## src/inc/cad_pkg.sv

```systemverilog
// Constants shared by the condition and addressing mode decoder.
package cad_pkg;
   // Condition suffix codes held in the top nibble of the word.
   localparam logic [3:0] COND_EQ = 4'h0;
   localparam logic [3:0] COND_NE = 4'h1;
   localparam logic [3:0] COND_CS = 4'h2;
   localparam logic [3:0] COND_CC = 4'h3;
   localparam logic [3:0] COND_MI = 4'h4;
   localparam logic [3:0] COND_PL = 4'h5;
   localparam logic [3:0] COND_VS = 4'h6;
   localparam logic [3:0] COND_VC = 4'h7;
   localparam logic [3:0] COND_UGT    = 4'h8;
   localparam logic [3:0] COND_ULE    = 4'h9;
   localparam logic [3:0] COND_SGE    = 4'hA;
   localparam logic [3:0] COND_SLT    = 4'hB;
   localparam logic [3:0] COND_SGT    = 4'hC;
   localparam logic [3:0] COND_SLE    = 4'hD;
   localparam logic [3:0] COND_ALWAYS = 4'hE;
   // Instruction classes given by the fetch stage.
   localparam logic [2:0] CLS_DATA   = 3'h0;
   localparam logic [2:0] CLS_PRIV   = 3'h1;
   localparam logic [2:0] CLS_MLOAD  = 3'h2;
   localparam logic [2:0] CLS_MSTORE = 3'h3;
   localparam logic [2:0] CLS_COPROC = 3'h4;
   localparam logic [2:0] CLS_PSRW   = 3'h5;
   // Field positions inside the instruction word.
   localparam int COND_HI_BIT = 31;
   localparam int COND_LO_BIT = 28;
   localparam int IMM_BIT     = 25;
   localparam int PRE_BIT     = 24;
   localparam int UP_BIT      = 23;
   localparam int WB_BIT      = 21;
   localparam int LOAD_BIT    = 20;
   localparam int STK_HI      = 24;
   localparam int STK_LO      = 23;
   localparam int MASK_HI     = 19;
   localparam int MASK_LO     = 16;
   localparam int OFF12_HI    = 11;
   localparam int ROT_HI      = 11;
   localparam int ROT_LO      = 8;
   localparam int SAMT_HI     = 11;
   localparam int SAMT_LO     = 7;
   localparam int STYP_HI     = 6;
   localparam int STYP_LO     = 5;
   localparam int SREG_BIT    = 4;
   localparam int OFF8_HI     = 7;
   // Status register field mask bits.
   localparam int MASK_FLAGS  = 0;
   localparam int MASK_STATUS = 1;
   localparam int MASK_EXT    = 2;
   localparam int MASK_CTRL   = 3;
   // Shift kinds.
   localparam logic [1:0] SH_LSL = 2'h0;
   localparam logic [1:0] SH_LSR = 2'h1;
   localparam logic [1:0] SH_ASR = 2'h2;
   localparam logic [1:0] SH_ROR = 2'h3;
   localparam logic [7:0] SH_FULL = 8'h20;
   // Stack types and address sequencing.
   localparam logic [1:0] STK_FULL_DESC  = 2'h0;
   localparam logic [1:0] STK_EMPTY_DESC = 2'h1;
   localparam logic [1:0] STK_FULL_ASC   = 2'h2;
   localparam logic [1:0] STK_EMPTY_ASC  = 2'h3;
   localparam logic [1:0] SEQ_INC_AFTER  = 2'h1;
   localparam logic [1:0] SEQ_INC_BEFORE = 2'h3;
   localparam logic [1:0] SEQ_DEC_AFTER  = 2'h0;
   localparam logic [1:0] SEQ_DEC_BEFORE = 2'h2;
   // Register map.
   localparam logic [7:0] REG_CTRL   = 8'h00;
   localparam logic [7:0] REG_STATUS = 8'h04;
   localparam logic [7:0] REG_EXEC   = 8'h08;
   localparam logic [7:0] REG_SKIP   = 8'h0C;
   localparam int         CTRL_EN    = 0;
   localparam logic       CTRL_RST   = 1'b1;
endpackage

```

## src/logic/cad_shifter.sv

```systemverilog
// Barrel shifter with carry out for operands and scaled offsets.
`timescale 1ns/1ns
`default_nettype none
module cad_shifter (
   input  wire logic [31:0] val_i,    // Value to shift.
   input  wire logic [7:0]  amt_i,    // Shift amount, 0 to 255.
   input  wire logic [1:0]  kind_i,   // Shift kind.
   input  wire logic        rext_i,   // Rotate extend through carry.
   input  wire logic        carry_i,  // Carry flag in.
   output logic      [31:0] res_o,    // Shifted value.
   output logic             carry_o   // Shifter carry out.
);
   logic [32:0] t;
   logic [63:0] rot;

   always_comb begin
      t     = 33'h0;
      rot   = {val_i, val_i} >> amt_i[4:0];
      res_o = val_i;
      carry_o = carry_i;
      if (rext_i) begin
         res_o   = {carry_i, val_i[31:1]};
         carry_o = val_i[0];
      end else if (amt_i != 8'h00) begin
         case (kind_i)
            cad_pkg::SH_LSL: begin
               t       = {1'b0, val_i} << amt_i;
               res_o   = t[31:0];
               carry_o = t[32];
            end
            cad_pkg::SH_LSR: begin
               t       = {val_i, 1'b0} >> amt_i;
               res_o   = t[32:1];
               carry_o = t[0];
            end
            cad_pkg::SH_ASR: begin
               t       = 33'($signed({val_i, 1'b0}) >>> amt_i);
               res_o   = t[32:1];
               carry_o = t[0];
            end
            default: begin
               res_o   = rot[31:0];
               carry_o = rot[31];
            end
         endcase
      end
   end
endmodule // cad_shifter
`default_nettype wire

```

## src/logic/cad_decoder.sv

```systemverilog
// Condition evaluation and addressing mode decode with a register port.
//
// Implementation choices: register access over Wishbone and the placing of the registers.
`timescale 1ns/1ns
`default_nettype none
// Summary of operation
// - Simple suffixes test one flag set or clear.
// - Higher needs carry set, zero clear; lower-or-same is its complement.
// - Greater-or-equal when N equals V; less-than when they differ.
// - Greater-than: Z clear, N=V; less-or-equal the inverse; always passes.
// - Mask bits 0 to 3 enable flags, status, extension, control fields.
// - Privileged word/byte: offset or post-indexed, no pre-indexed writeback.
// - Scaled index shifts by 5-bit amount, or rotates one through carry.
// - Load multiple maps each stack type to its address sequencing.
// - Store multiple uses the same stack to sequencing map.
// - Coprocessor pre-indexed address is base plus or minus 8-bit offset times four.
// - Second operand is rotated immediate, register, or shifted register.
module cad_decoder (
   input  wire logic        clk_i,         // Core clock.
   input  wire logic        rst_i,         // Synchronous reset.
   input  wire logic        wb_cyc_i,      // Bus cycle.
   input  wire logic        wb_stb_i,      // Bus strobe.
   input  wire logic        wb_we_i,       // Bus write.
   input  wire logic [7:0]  wb_adr_i,      // Bus byte address.
   input  wire logic [3:0]  wb_sel_i,      // Bus byte enables.
   input  wire logic [31:0] wb_dat_i,      // Bus write data.
   output logic      [31:0] wb_dat_o,      // Bus read data.
   output logic             wb_ack_o,      // Bus acknowledge.
   input  wire logic        instr_valid_i, // Instruction present.
   input  wire logic [31:0] instr_i,       // Instruction word.
   input  wire logic [2:0]  class_i,       // Instruction class.
   input  wire logic        flag_n_i,      // Negative flag.
   input  wire logic        flag_z_i,      // Zero flag.
   input  wire logic        flag_c_i,      // Carry flag.
   input  wire logic        flag_v_i,      // Overflow flag.
   input  wire logic [31:0] base_i,        // Base register value.
   input  wire logic [31:0] index_i,       // Index or operand register.
   input  wire logic [31:0] shift_reg_i,   // Shift amount register.
   output logic             valid_o,       // Decode result present.
   output logic             cond_pass_o,   // Condition passed.
   output logic      [31:0] operand2_o,    // Flexible second operand.
   output logic             shift_carry_o, // Shifter carry out.
   output logic      [31:0] address_o,     // Access address.
   output logic      [31:0] base_update_o, // New base value.
   output logic             base_write_o,  // Write new base.
   output logic             mem_access_o,  // Memory access enable.
   output logic             reg_write_o,   // Register writeback.
   output logic      [1:0]  multi_seq_o,   // Multiple sequencing.
   output logic      [3:0]  psr_field_we_o // Status field enables.
);
   logic        dec_en;
   logic [31:0] exec_cnt;
   logic [31:0] skip_cnt;
   logic [3:0]  cond_w;
   logic        next_pass;
   logic [31:0] sh_val;
   logic [7:0]  sh_amt;
   logic [1:0]  sh_kind;
   logic        sh_rext;
   logic [31:0] sh_res;
   logic        sh_c;
   logic [4:0]  imm5;
   logic [31:0] off;
   logic [31:0] calc;
   logic [31:0] next_addr;
   logic [31:0] next_upd;
   logic        next_bw;
   logic        next_mem;
   logic        next_rw;
   logic [1:0]  next_seq;
   logic [3:0]  next_psr;
   logic        bus_req;

   function automatic logic cad_cond_eval(input logic [3:0] c,
         input logic n, input logic z, input logic cy, input logic v);
      case (c)
         cad_pkg::COND_EQ: return z;
         cad_pkg::COND_NE: return !z;
         cad_pkg::COND_CS: return cy;
         cad_pkg::COND_CC: return !cy;
         cad_pkg::COND_MI: return n;
         cad_pkg::COND_PL: return !n;
         cad_pkg::COND_VS: return v;
         cad_pkg::COND_VC: return !v;
         cad_pkg::COND_UGT: return cy && !z;
         cad_pkg::COND_ULE: return !cy || z;
         cad_pkg::COND_SGE: return n == v;
         cad_pkg::COND_SLT: return n != v;
         cad_pkg::COND_SGT: return !z && (n == v);
         cad_pkg::COND_SLE: return z || (n != v);
         cad_pkg::COND_ALWAYS: return 1'b1;
         default:          return 1'b0;
      endcase
   endfunction

   function automatic logic [31:0] cad_offset(input logic [31:0] b,
         input logic [31:0] o, input logic up);
      return up ? b + o : b - o;
   endfunction

   function automatic logic [1:0] cad_stack_seq(input logic [1:0] s);
      case (s)
         cad_pkg::STK_FULL_DESC:  return cad_pkg::SEQ_INC_AFTER;
         cad_pkg::STK_EMPTY_DESC: return cad_pkg::SEQ_INC_BEFORE;
         cad_pkg::STK_FULL_ASC:   return cad_pkg::SEQ_DEC_AFTER;
         default:         return cad_pkg::SEQ_DEC_BEFORE;
      endcase
   endfunction

   assign cond_w  = instr_i[cad_pkg::COND_HI_BIT:cad_pkg::COND_LO_BIT];
   assign imm5    = instr_i[cad_pkg::SAMT_HI:cad_pkg::SAMT_LO];
   assign bus_req = wb_cyc_i && wb_stb_i && !wb_ack_o;

   // Software can switch decoding off; every instruction then fails.
   always_comb begin
      next_pass = dec_en && cad_cond_eval(cond_w, flag_n_i, flag_z_i,
                                          flag_c_i, flag_v_i);
   end

   // Shifter source: rotated immediate, register shift or immediate shift.
   always_comb begin
      sh_kind = instr_i[cad_pkg::STYP_HI:cad_pkg::STYP_LO];
      sh_val  = index_i;
      sh_rext = 1'b0;
      sh_amt  = {3'h0, imm5};
      if (class_i == cad_pkg::CLS_DATA && instr_i[cad_pkg::IMM_BIT]) begin
         sh_val  = {24'h0, instr_i[cad_pkg::OFF8_HI:0]};
         sh_kind = cad_pkg::SH_ROR;
         sh_amt  = {3'h0, instr_i[cad_pkg::ROT_HI:cad_pkg::ROT_LO],
                    1'b0};
      end else if (class_i == cad_pkg::CLS_DATA &&
                   instr_i[cad_pkg::SREG_BIT]) begin
         sh_amt = shift_reg_i[7:0];
      end else if (imm5 == 5'h00) begin
         // A zero immediate means a full LSR or ASR shift, the carry rotate for ROR, or no shift for LSL.
         if (sh_kind == cad_pkg::SH_LSR || sh_kind == cad_pkg::SH_ASR) begin
            sh_amt = cad_pkg::SH_FULL;
         end
         sh_rext = (sh_kind == cad_pkg::SH_ROR);
      end
   end

   cad_shifter u_shifter (
      .val_i   (sh_val),
      .amt_i   (sh_amt),
      .kind_i  (sh_kind),
      .rext_i  (sh_rext),
      .carry_i (flag_c_i),
      .res_o   (sh_res),
      .carry_o (sh_c)
   );

   // Address forming and side effects per class.
   always_comb begin
      off       = 32'h0;
      calc      = base_i;
      next_addr = base_i;
      next_upd  = base_i;
      next_bw   = 1'b0;
      next_mem  = 1'b0;
      next_rw   = 1'b0;
      next_seq  = cad_pkg::SEQ_INC_AFTER;
      next_psr  = 4'h0;
      case (class_i)
         cad_pkg::CLS_DATA: begin
            next_rw = 1'b1;
         end
         cad_pkg::CLS_PRIV: begin
            off = instr_i[cad_pkg::IMM_BIT] ? sh_res :
                  {20'h0, instr_i[cad_pkg::OFF12_HI:0]};
            calc     = cad_offset(base_i, off, instr_i[cad_pkg::UP_BIT]);
            next_mem = 1'b1;
            next_rw  = instr_i[cad_pkg::LOAD_BIT];
            if (instr_i[cad_pkg::PRE_BIT]) begin
               next_addr = calc;
            end else begin
               next_upd = calc;
               next_bw  = 1'b1;
            end
         end
         cad_pkg::CLS_MLOAD: begin
            next_mem = 1'b1;
            next_rw  = 1'b1;
            next_bw  = instr_i[cad_pkg::WB_BIT];
            next_seq = cad_stack_seq(
                          instr_i[cad_pkg::STK_HI:cad_pkg::STK_LO]);
         end
         cad_pkg::CLS_MSTORE: begin
            next_mem = 1'b1;
            next_bw  = instr_i[cad_pkg::WB_BIT];
            next_seq = cad_stack_seq(
                          instr_i[cad_pkg::STK_HI:cad_pkg::STK_LO]);
         end
         cad_pkg::CLS_COPROC: begin
            off  = {22'h0, instr_i[cad_pkg::OFF8_HI:0], 2'b00};
            calc = cad_offset(base_i, off, instr_i[cad_pkg::UP_BIT]);
            next_mem = 1'b1;
            next_upd = calc;
            if (instr_i[cad_pkg::PRE_BIT]) begin
               next_addr = calc;
               next_bw   = instr_i[cad_pkg::WB_BIT];
            end else begin
               next_bw = 1'b1;
            end
         end
         cad_pkg::CLS_PSRW: begin
            next_psr = instr_i[cad_pkg::MASK_HI:cad_pkg::MASK_LO];
         end
         default: begin
            next_rw = 1'b0;
         end
      endcase
   end

   always_ff @(posedge clk_i) begin
      if (rst_i) begin
         valid_o <= 1'b0;
      end else begin
         valid_o <= instr_valid_i;
      end
   end

   always_ff @(posedge clk_i) begin
      if (rst_i) begin
         cond_pass_o    <= 1'b0;
         operand2_o     <= 32'h0;
         shift_carry_o  <= 1'b0;
         address_o      <= 32'h0;
         base_update_o  <= 32'h0;
         multi_seq_o    <= cad_pkg::SEQ_INC_AFTER;
      end else if (instr_valid_i) begin
         cond_pass_o    <= next_pass;
         operand2_o     <= sh_res;
         shift_carry_o  <= sh_c;
         address_o      <= next_addr;
         base_update_o  <= next_upd;
         multi_seq_o    <= next_seq;
      end
   end

   // Side effects only leave the block when the condition passed.
   always_ff @(posedge clk_i) begin
      if (rst_i) begin
         base_write_o   <= 1'b0;
         mem_access_o   <= 1'b0;
         reg_write_o    <= 1'b0;
         psr_field_we_o <= 4'h0;
      end else begin
         base_write_o   <= instr_valid_i && next_pass && next_bw;
         mem_access_o   <= instr_valid_i && next_pass && next_mem;
         reg_write_o    <= instr_valid_i && next_pass && next_rw;
         psr_field_we_o <= (instr_valid_i && next_pass) ? next_psr
                                                        : 4'h0;
      end
   end

   always_ff @(posedge clk_i) begin
      if (rst_i) begin
         exec_cnt <= 32'h0;
         skip_cnt <= 32'h0;
      end else if (instr_valid_i) begin
         if (next_pass) begin
            exec_cnt <= exec_cnt + 32'h1;
         end else begin
            skip_cnt <= skip_cnt + 32'h1;
         end
      end
   end

   // Wishbone slave: ack one cycle late; writes land on the ack edge.
   always_ff @(posedge clk_i) begin
      if (rst_i) begin
         wb_ack_o <= 1'b0;
         wb_dat_o <= 32'h0;
      end else begin
         wb_ack_o <= bus_req;
         wb_dat_o <= 32'h0;
         if (bus_req && !wb_we_i) begin
            case (wb_adr_i)
               cad_pkg::REG_CTRL:   wb_dat_o <= {31'h0, dec_en};
               cad_pkg::REG_STATUS: wb_dat_o <= {24'h0, flag_n_i, flag_z_i,
                                                 flag_c_i, flag_v_i, 3'h0,
                                                 cond_pass_o};
               cad_pkg::REG_EXEC:   wb_dat_o <= exec_cnt;
               cad_pkg::REG_SKIP:   wb_dat_o <= skip_cnt;
               default:             wb_dat_o <= 32'h0;
            endcase
         end
      end
   end

   always_ff @(posedge clk_i) begin
      if (rst_i) begin
         dec_en <= cad_pkg::CTRL_RST;
      end else if (wb_cyc_i && wb_stb_i && wb_ack_o && wb_we_i &&
                   wb_sel_i[0] && wb_adr_i == cad_pkg::REG_CTRL) begin
         dec_en <= wb_dat_i[cad_pkg::CTRL_EN];
      end
   end

   a_cond_zero: assert property (
      @(posedge clk_i) disable iff (rst_i)
      (instr_valid_i && dec_en && cond_w == cad_pkg::COND_EQ)
      |=> (cond_pass_o == $past(flag_z_i)))
      else $error("Equal condition does not follow the zero flag.");

   a_cond_higher: assert property (
      @(posedge clk_i) disable iff (rst_i)
      (instr_valid_i && dec_en && cond_w == cad_pkg::COND_UGT)
      |=> (cond_pass_o == ($past(flag_c_i) && !$past(flag_z_i))))
      else $error("Unsigned higher condition is wrong.");

   a_cond_signed: assert property (
      @(posedge clk_i) disable iff (rst_i)
      (instr_valid_i && dec_en && cond_w == cad_pkg::COND_SLT)
      |=> (cond_pass_o == ($past(flag_n_i) != $past(flag_v_i))))
      else $error("Less than condition is wrong.");

   a_cond_always: assert property (
      @(posedge clk_i) disable iff (rst_i)
      (instr_valid_i && dec_en && cond_w == cad_pkg::COND_ALWAYS)
      |=> cond_pass_o && valid_o)
      else $error("Always condition failed.");

   a_field_mask: assert property (
      @(posedge clk_i) disable iff (rst_i)
      (instr_valid_i && next_pass && class_i == cad_pkg::CLS_PSRW)
      |=> (psr_field_we_o ==
           $past(instr_i[cad_pkg::MASK_HI:cad_pkg::MASK_LO])))
      else $error("Status field enables do not match the mask.");

   a_priv_nowb: assert property (
      @(posedge clk_i) disable iff (rst_i)
      (instr_valid_i && class_i == cad_pkg::CLS_PRIV &&
       instr_i[cad_pkg::PRE_BIT])
      |=> !base_write_o)
      else $error("Privileged offset form wrote back the base.");

   a_load_stack: assert property (
      @(posedge clk_i) disable iff (rst_i)
      (instr_valid_i && class_i == cad_pkg::CLS_MLOAD &&
       instr_i[cad_pkg::STK_HI:cad_pkg::STK_LO] == cad_pkg::STK_EMPTY_DESC)
      |=> (multi_seq_o == cad_pkg::SEQ_INC_BEFORE))
      else $error("Empty descending load is not increment before.");

   a_store_stack: assert property (
      @(posedge clk_i) disable iff (rst_i)
      (instr_valid_i && class_i == cad_pkg::CLS_MSTORE &&
       instr_i[cad_pkg::STK_HI:cad_pkg::STK_LO] == cad_pkg::STK_FULL_ASC)
      |=> (multi_seq_o == cad_pkg::SEQ_DEC_AFTER))
      else $error("Full ascending store is not decrement after.");

   a_coproc_addr: assert property (
      @(posedge clk_i) disable iff (rst_i)
      (instr_valid_i && class_i == cad_pkg::CLS_COPROC &&
       instr_i[cad_pkg::PRE_BIT] && instr_i[cad_pkg::UP_BIT])
      |=> (address_o == $past(base_i) +
           {22'h0, $past(instr_i[cad_pkg::OFF8_HI:0]), 2'b00}))
      else $error("Coprocessor address is not base plus offset times 4.");

   a_fail_quiet: assert property (
      @(posedge clk_i) disable iff (rst_i)
      (valid_o && !cond_pass_o) |-> (!reg_write_o && !mem_access_o &&
       !base_write_o && psr_field_we_o == 4'h0))
      else $error("Failed instruction still has side effects.");

   a_bus_ack: assert property (
      @(posedge clk_i) disable iff (rst_i)
      wb_ack_o |=> !wb_ack_o)
      else $error("Acknowledge held longer than one cycle.");
endmodule // cad_decoder
`default_nettype wire

```

## config.mk

```make
export PLATFORM = sky130hd
export DESIGN_NAME = cad_decoder
export DESIGN_NICKNAME = d
export VERILOG_FILES = /design/src/inc/cad_pkg.sv /design/src/logic/cad_shifter.sv /design/src/logic/cad_decoder.sv
export SDC_FILE = /design/constraint.sdc
export NUM_CORES = 1
export LEC_CHECK = 0
export ABC_AREA = 1
export BUFFER_PORTS_ARGS = -buffer_cell sky130_fd_sc_hd__buf_2
export CAP_MARGIN = 20
export CELL_PAD_IN_SITES_DETAIL_PLACEMENT = 1
export CELL_PAD_IN_SITES_GLOBAL_PLACEMENT = 1
export CORE_UTILIZATION = 36
export CTS_BUF_LIST = sky130_fd_sc_hd__clkbuf_16
export DETAILED_ROUTE_END_ITERATION = 8
export GPL_ROUTABILITY_DRIVEN = 0
export GPL_TIMING_DRIVEN = 0
export HOLD_SLACK_MARGIN = 0.02
export PLACE_DENSITY_LB_ADDON = 0.1
export SLEW_MARGIN = 5
export SYNTH_ARGS = -nofsm -noshare
export SYNTH_HDL_FRONTEND = slang
export SYNTH_SLANG_ARGS = --single-unit
```

## constraint.sdc

```tcl
create_clock -name clk_i -period 5.6 [get_ports clk_i]
set_input_delay 0.28 -clock clk_i [delete_from_list [all_inputs] [get_ports clk_i]]
set_output_delay 0.28 -clock clk_i [all_outputs]
set_load 0.01 [all_outputs]
```

==> results.md <==
* Synth top area share at 20.1%
* Worst EP required at 6110 ps
* Vias post-DR at 29.2k
* Max-cap violations at 0
* Placed Instances at 4577
* Worst setup path start: class_i[0]
* Top cells by count, synth: nand2_1 (1093), nand3_1 (484), inv_1 (314), a21oi_1 (258), o21ai_0 (226)
* M1 GR Usage at 56.3%
* RSZ-0062 raised after global routing: yes
* IO buf count at 257
* Critical Path End Type: flop
* Final Hold Viols at 0
* Post-DP HPWL at 98300 µm
* Tcrit/Tclk final at 112%
* Critical Path AT at 6770 ps
* Hold path depth at 3
* Top-count cell post-synth: nand2_1
* Longest Clk Path Bufs at 3
* Vias in the first global route at 27.6k
* Die span in y at 241 µm
* Flop pwr share at 24.7%
* DR iter-0 viols at 3323
* Share of cells above drive strength 1 at 21.1%
* Core area at 56300 µm²
* Core Util, Final at 47.5%
* Sequential area share after synthesis at 20.1%
* WS Path Type: in2reg
* Die Area at 57900 µm²
* Measured slew at the worst slew-check pin at 1230 ps
* Overflow after GRT at 0
* Final net count at 4242
* Met3 usage at 12.5%
* Clock power frac at 26.8%
* Clock sinks at 206
* Starting Density at 36.4%
* CTS tree: built
* Post-route worst setup slack at -657 ps
* Slew Viols, Final at 0
* Pre-CTS setup slack at -2870 ps
* Post-synth EDFFs at 0
* Async SR Flop Fraction at 0%
* Sw Share at 44.3%
* Worst-Skew Late Latency at 590 ps
* Met2 GRT Util at 60.9%
* H-tree depth at 1
* Most frequently used flop master after synthesis: dfxtp_1
* Gate Count Post-Synth at 3562
* Synthesized Nets at 3823
* Num CTS Buffers at 26
* First-pass GRT wire length at 181000 µm
* Reg-to-reg startpoint: dec_en$_SDFFE_PP1P_
* Routed WL at 129000 µm
* Io pins at 326
* Worst Hold Launch: base_i[0]
* Area grow syn2layout at 30.5%
* Minimum clock period at 6260 ps
* YS warnings at 0
* Internal power at 3.54 mW
* Mapped cell area at 20500 µm²
* Failing checks: setup timing
* Library cells used by synthesis at 55
* CP top delay family: simple AND/OR/NAND/NOR gates
* Power consumption at 6.36 mW
* Die W at 241 µm
* Slowest stage cell, crit path: o211ai_1
* Post-route insts no fill at 4763
* Status: finished with violations
* Comb pwr share at 48.5%
* Row cnt at 87
* Power Dens Cells at 238 nW/µm²
* DR WL/cell at 27.2 µm
* DR pass1 iterations at 6
* Drt via density at 6.14
* Worst Reg-to-Reg Cells at 18
* Worst-path fanout max at 8
* Psw at 2.82 mW
* Number of routed nets with antenna violations at 0
* Fmax at 0.160 GHz
* Residual DRC at 0
* Pleak at 12.5 nW
* Overall routing resource usage at 42.5%
* Critical path startpoint category: primary input
* Worst path depth at 42
* Clk slew on worst S/H paths at 60 ps
* Most used cell, CP: buf_12
* Yosys reg bits at 206
* # setup viols final at 35
* Antenna violations before repair at 12
* Pin count of the biggest net entering global routing at 14
* Busiest grt layer: met2
* Filler cells at 7673
* Syn_area_per_cell at 5.75 µm²
* Hold WS at 30.7 ps
* Hold WC Path Type: in2reg
* CP Buf/Inv Count at 6
* Setup Skew at 40.5 ps
* CP peak stage delay at 470 ps
* Synth area leaders: dfxtp_1 (20%), nand2_1 (20%), nand3_1 (12%), a21oi_1 (6.3%), inv_1 (5.8%)
* Worst VDD drop at 0.000239 V
* Yosys top cell by area: dfxtp_1
* Worst slew margin at 18.0%
* Root buffer cell: clkbuf_16
-- registers in the layout (all words and copies together) (netlist names) --
signal / cells
address_o: 32
base_update_o: 32
exec_cnt: 32
operand2_o: 32
skip_cnt: 32
wb_dat_o: 32
psr_field_we_o: 4
multi_seq_o: 2
base_write_o: 1
cond_pass_o: 1
dec_en: 1
mem_access_o: 1
reg_write_o: 1
shift_carry_o: 1
valid_o: 1
wb_ack_o: 1
-- cells by family (layout without fill, tap and decap cells) --
kind of cell             after synthesis  after routing  synth area share [%]
other                                  0              9                     0
AND/OR/NAND/NOR                     1933           1933                  40.7
AO/OA/AOI/OAI                        748            748                  20.8
adder cells (fa/ha/maj)               76             76                  4.71
XOR/XNOR                              74             74                  3.16
flip-flops                           206            206                  20.1
multiplexers                           1              1                0.0489
buffers and inverters                524            960                  10.4
-- per-stage QoR --
stage	instance area (µm²)	setup TNS [ps]
after floorplan	20500	0
after global placement	22700	-93130
after detailed placement	22700	-94770
after CTS	25500	-4540
after global routing	26700	-17930
final	26700	-13080
-- metal layers --
metal / routed length, µm / share of wire, % / vias to the layer above
met5: 46 / 0.036 / -
met4: 9320 / 7.2 / 8
met3: 16500 / 13 / 503
met2: 51700 / 40 / 1956
met1: 51900 / 40 / 13922
li1: - / - / 12835
-- tightest hold or removal path, cell delays in order --
cell and delay, ps:
buf_2 130, nand2_1 80, a31oi_1 80
-- cell usage in the layout (no fill, tap or decap), drive strengths merged, types with 23 or more instances in the layout --
master | synthesis | layout
nand3 | 489 | 489
xor2 | 51 | 51
ha | 74 | 74
a21oi | 258 | 258
dfxtp | 206 | 206
nor2 | 191 | 191
inv | 333 | 336
buf | 95 | 471
nor3 | 63 | 63
nand4 | 35 | 35
o21ai | 290 | 290
clkbuf | 89 | 123
nand2 | 1103 | 1103
xnor2 | 23 | 23
a31oi | 30 | 30
o211ai | 88 | 88
-- path summary, 6_finish.rpt --
kind | slack, ps | endpoint
min reg2reg | 460 | address_o[30]$_SDFFE_PP0P_
max | -660 | address_o[29]$_SDFFE_PP0P_
min | 30 | base_update_o[0]$_SDFFE_PP0P_
max reg2reg | 1970 | exec_cnt[30]$_SDFFE_PP0P_
-- repair_timing --
| item | in CTS | in global routing |
|---|---|---|
| setup endpoints to repair | 51 | 42 |
| gates resized for setup | 305 | 241 |
| pin swaps | 67 | 104 |
| hold buffers | 7 | 0 |
| gates cloned | 1 | 0 |
| hold endpoints to repair | 6 | 0 |
| buffers inserted | 89 | 58 |
-- power groups by stage --
stage / Sequential (mW) / Clock, mW / Combinational (mW)
5_1_grt: 1.57 / 1.77 / 3.23
4_1_cts: 1.57 / 1.71 / 2.65
2_1_floorplan: 1.62 / 0 / 1.41
3_3_place_gp: 1.60 / 0 / 2.30
6_report: 1.57 / 1.70 / 3.08
3_5_place_dp: 1.60 / 0 / 2.32
-- cell type report --
cell class                 instances  area (µm²)  share of cell area [%]
antenna                            9        22.5                  0.0843
buffer                           184        1200                    4.49
clock buffer                      26         651                    2.43
clock inverter                    19         175                   0.655
inverter                         340        1300                    4.88
multi-input combinational       2832       15700                    58.8
sequential                       206        4120                    15.4
tap                              756         946                    3.54
timing repair buffer             391        2580                    9.65
No activity file was read; power rests on OpenSTA's default activity.
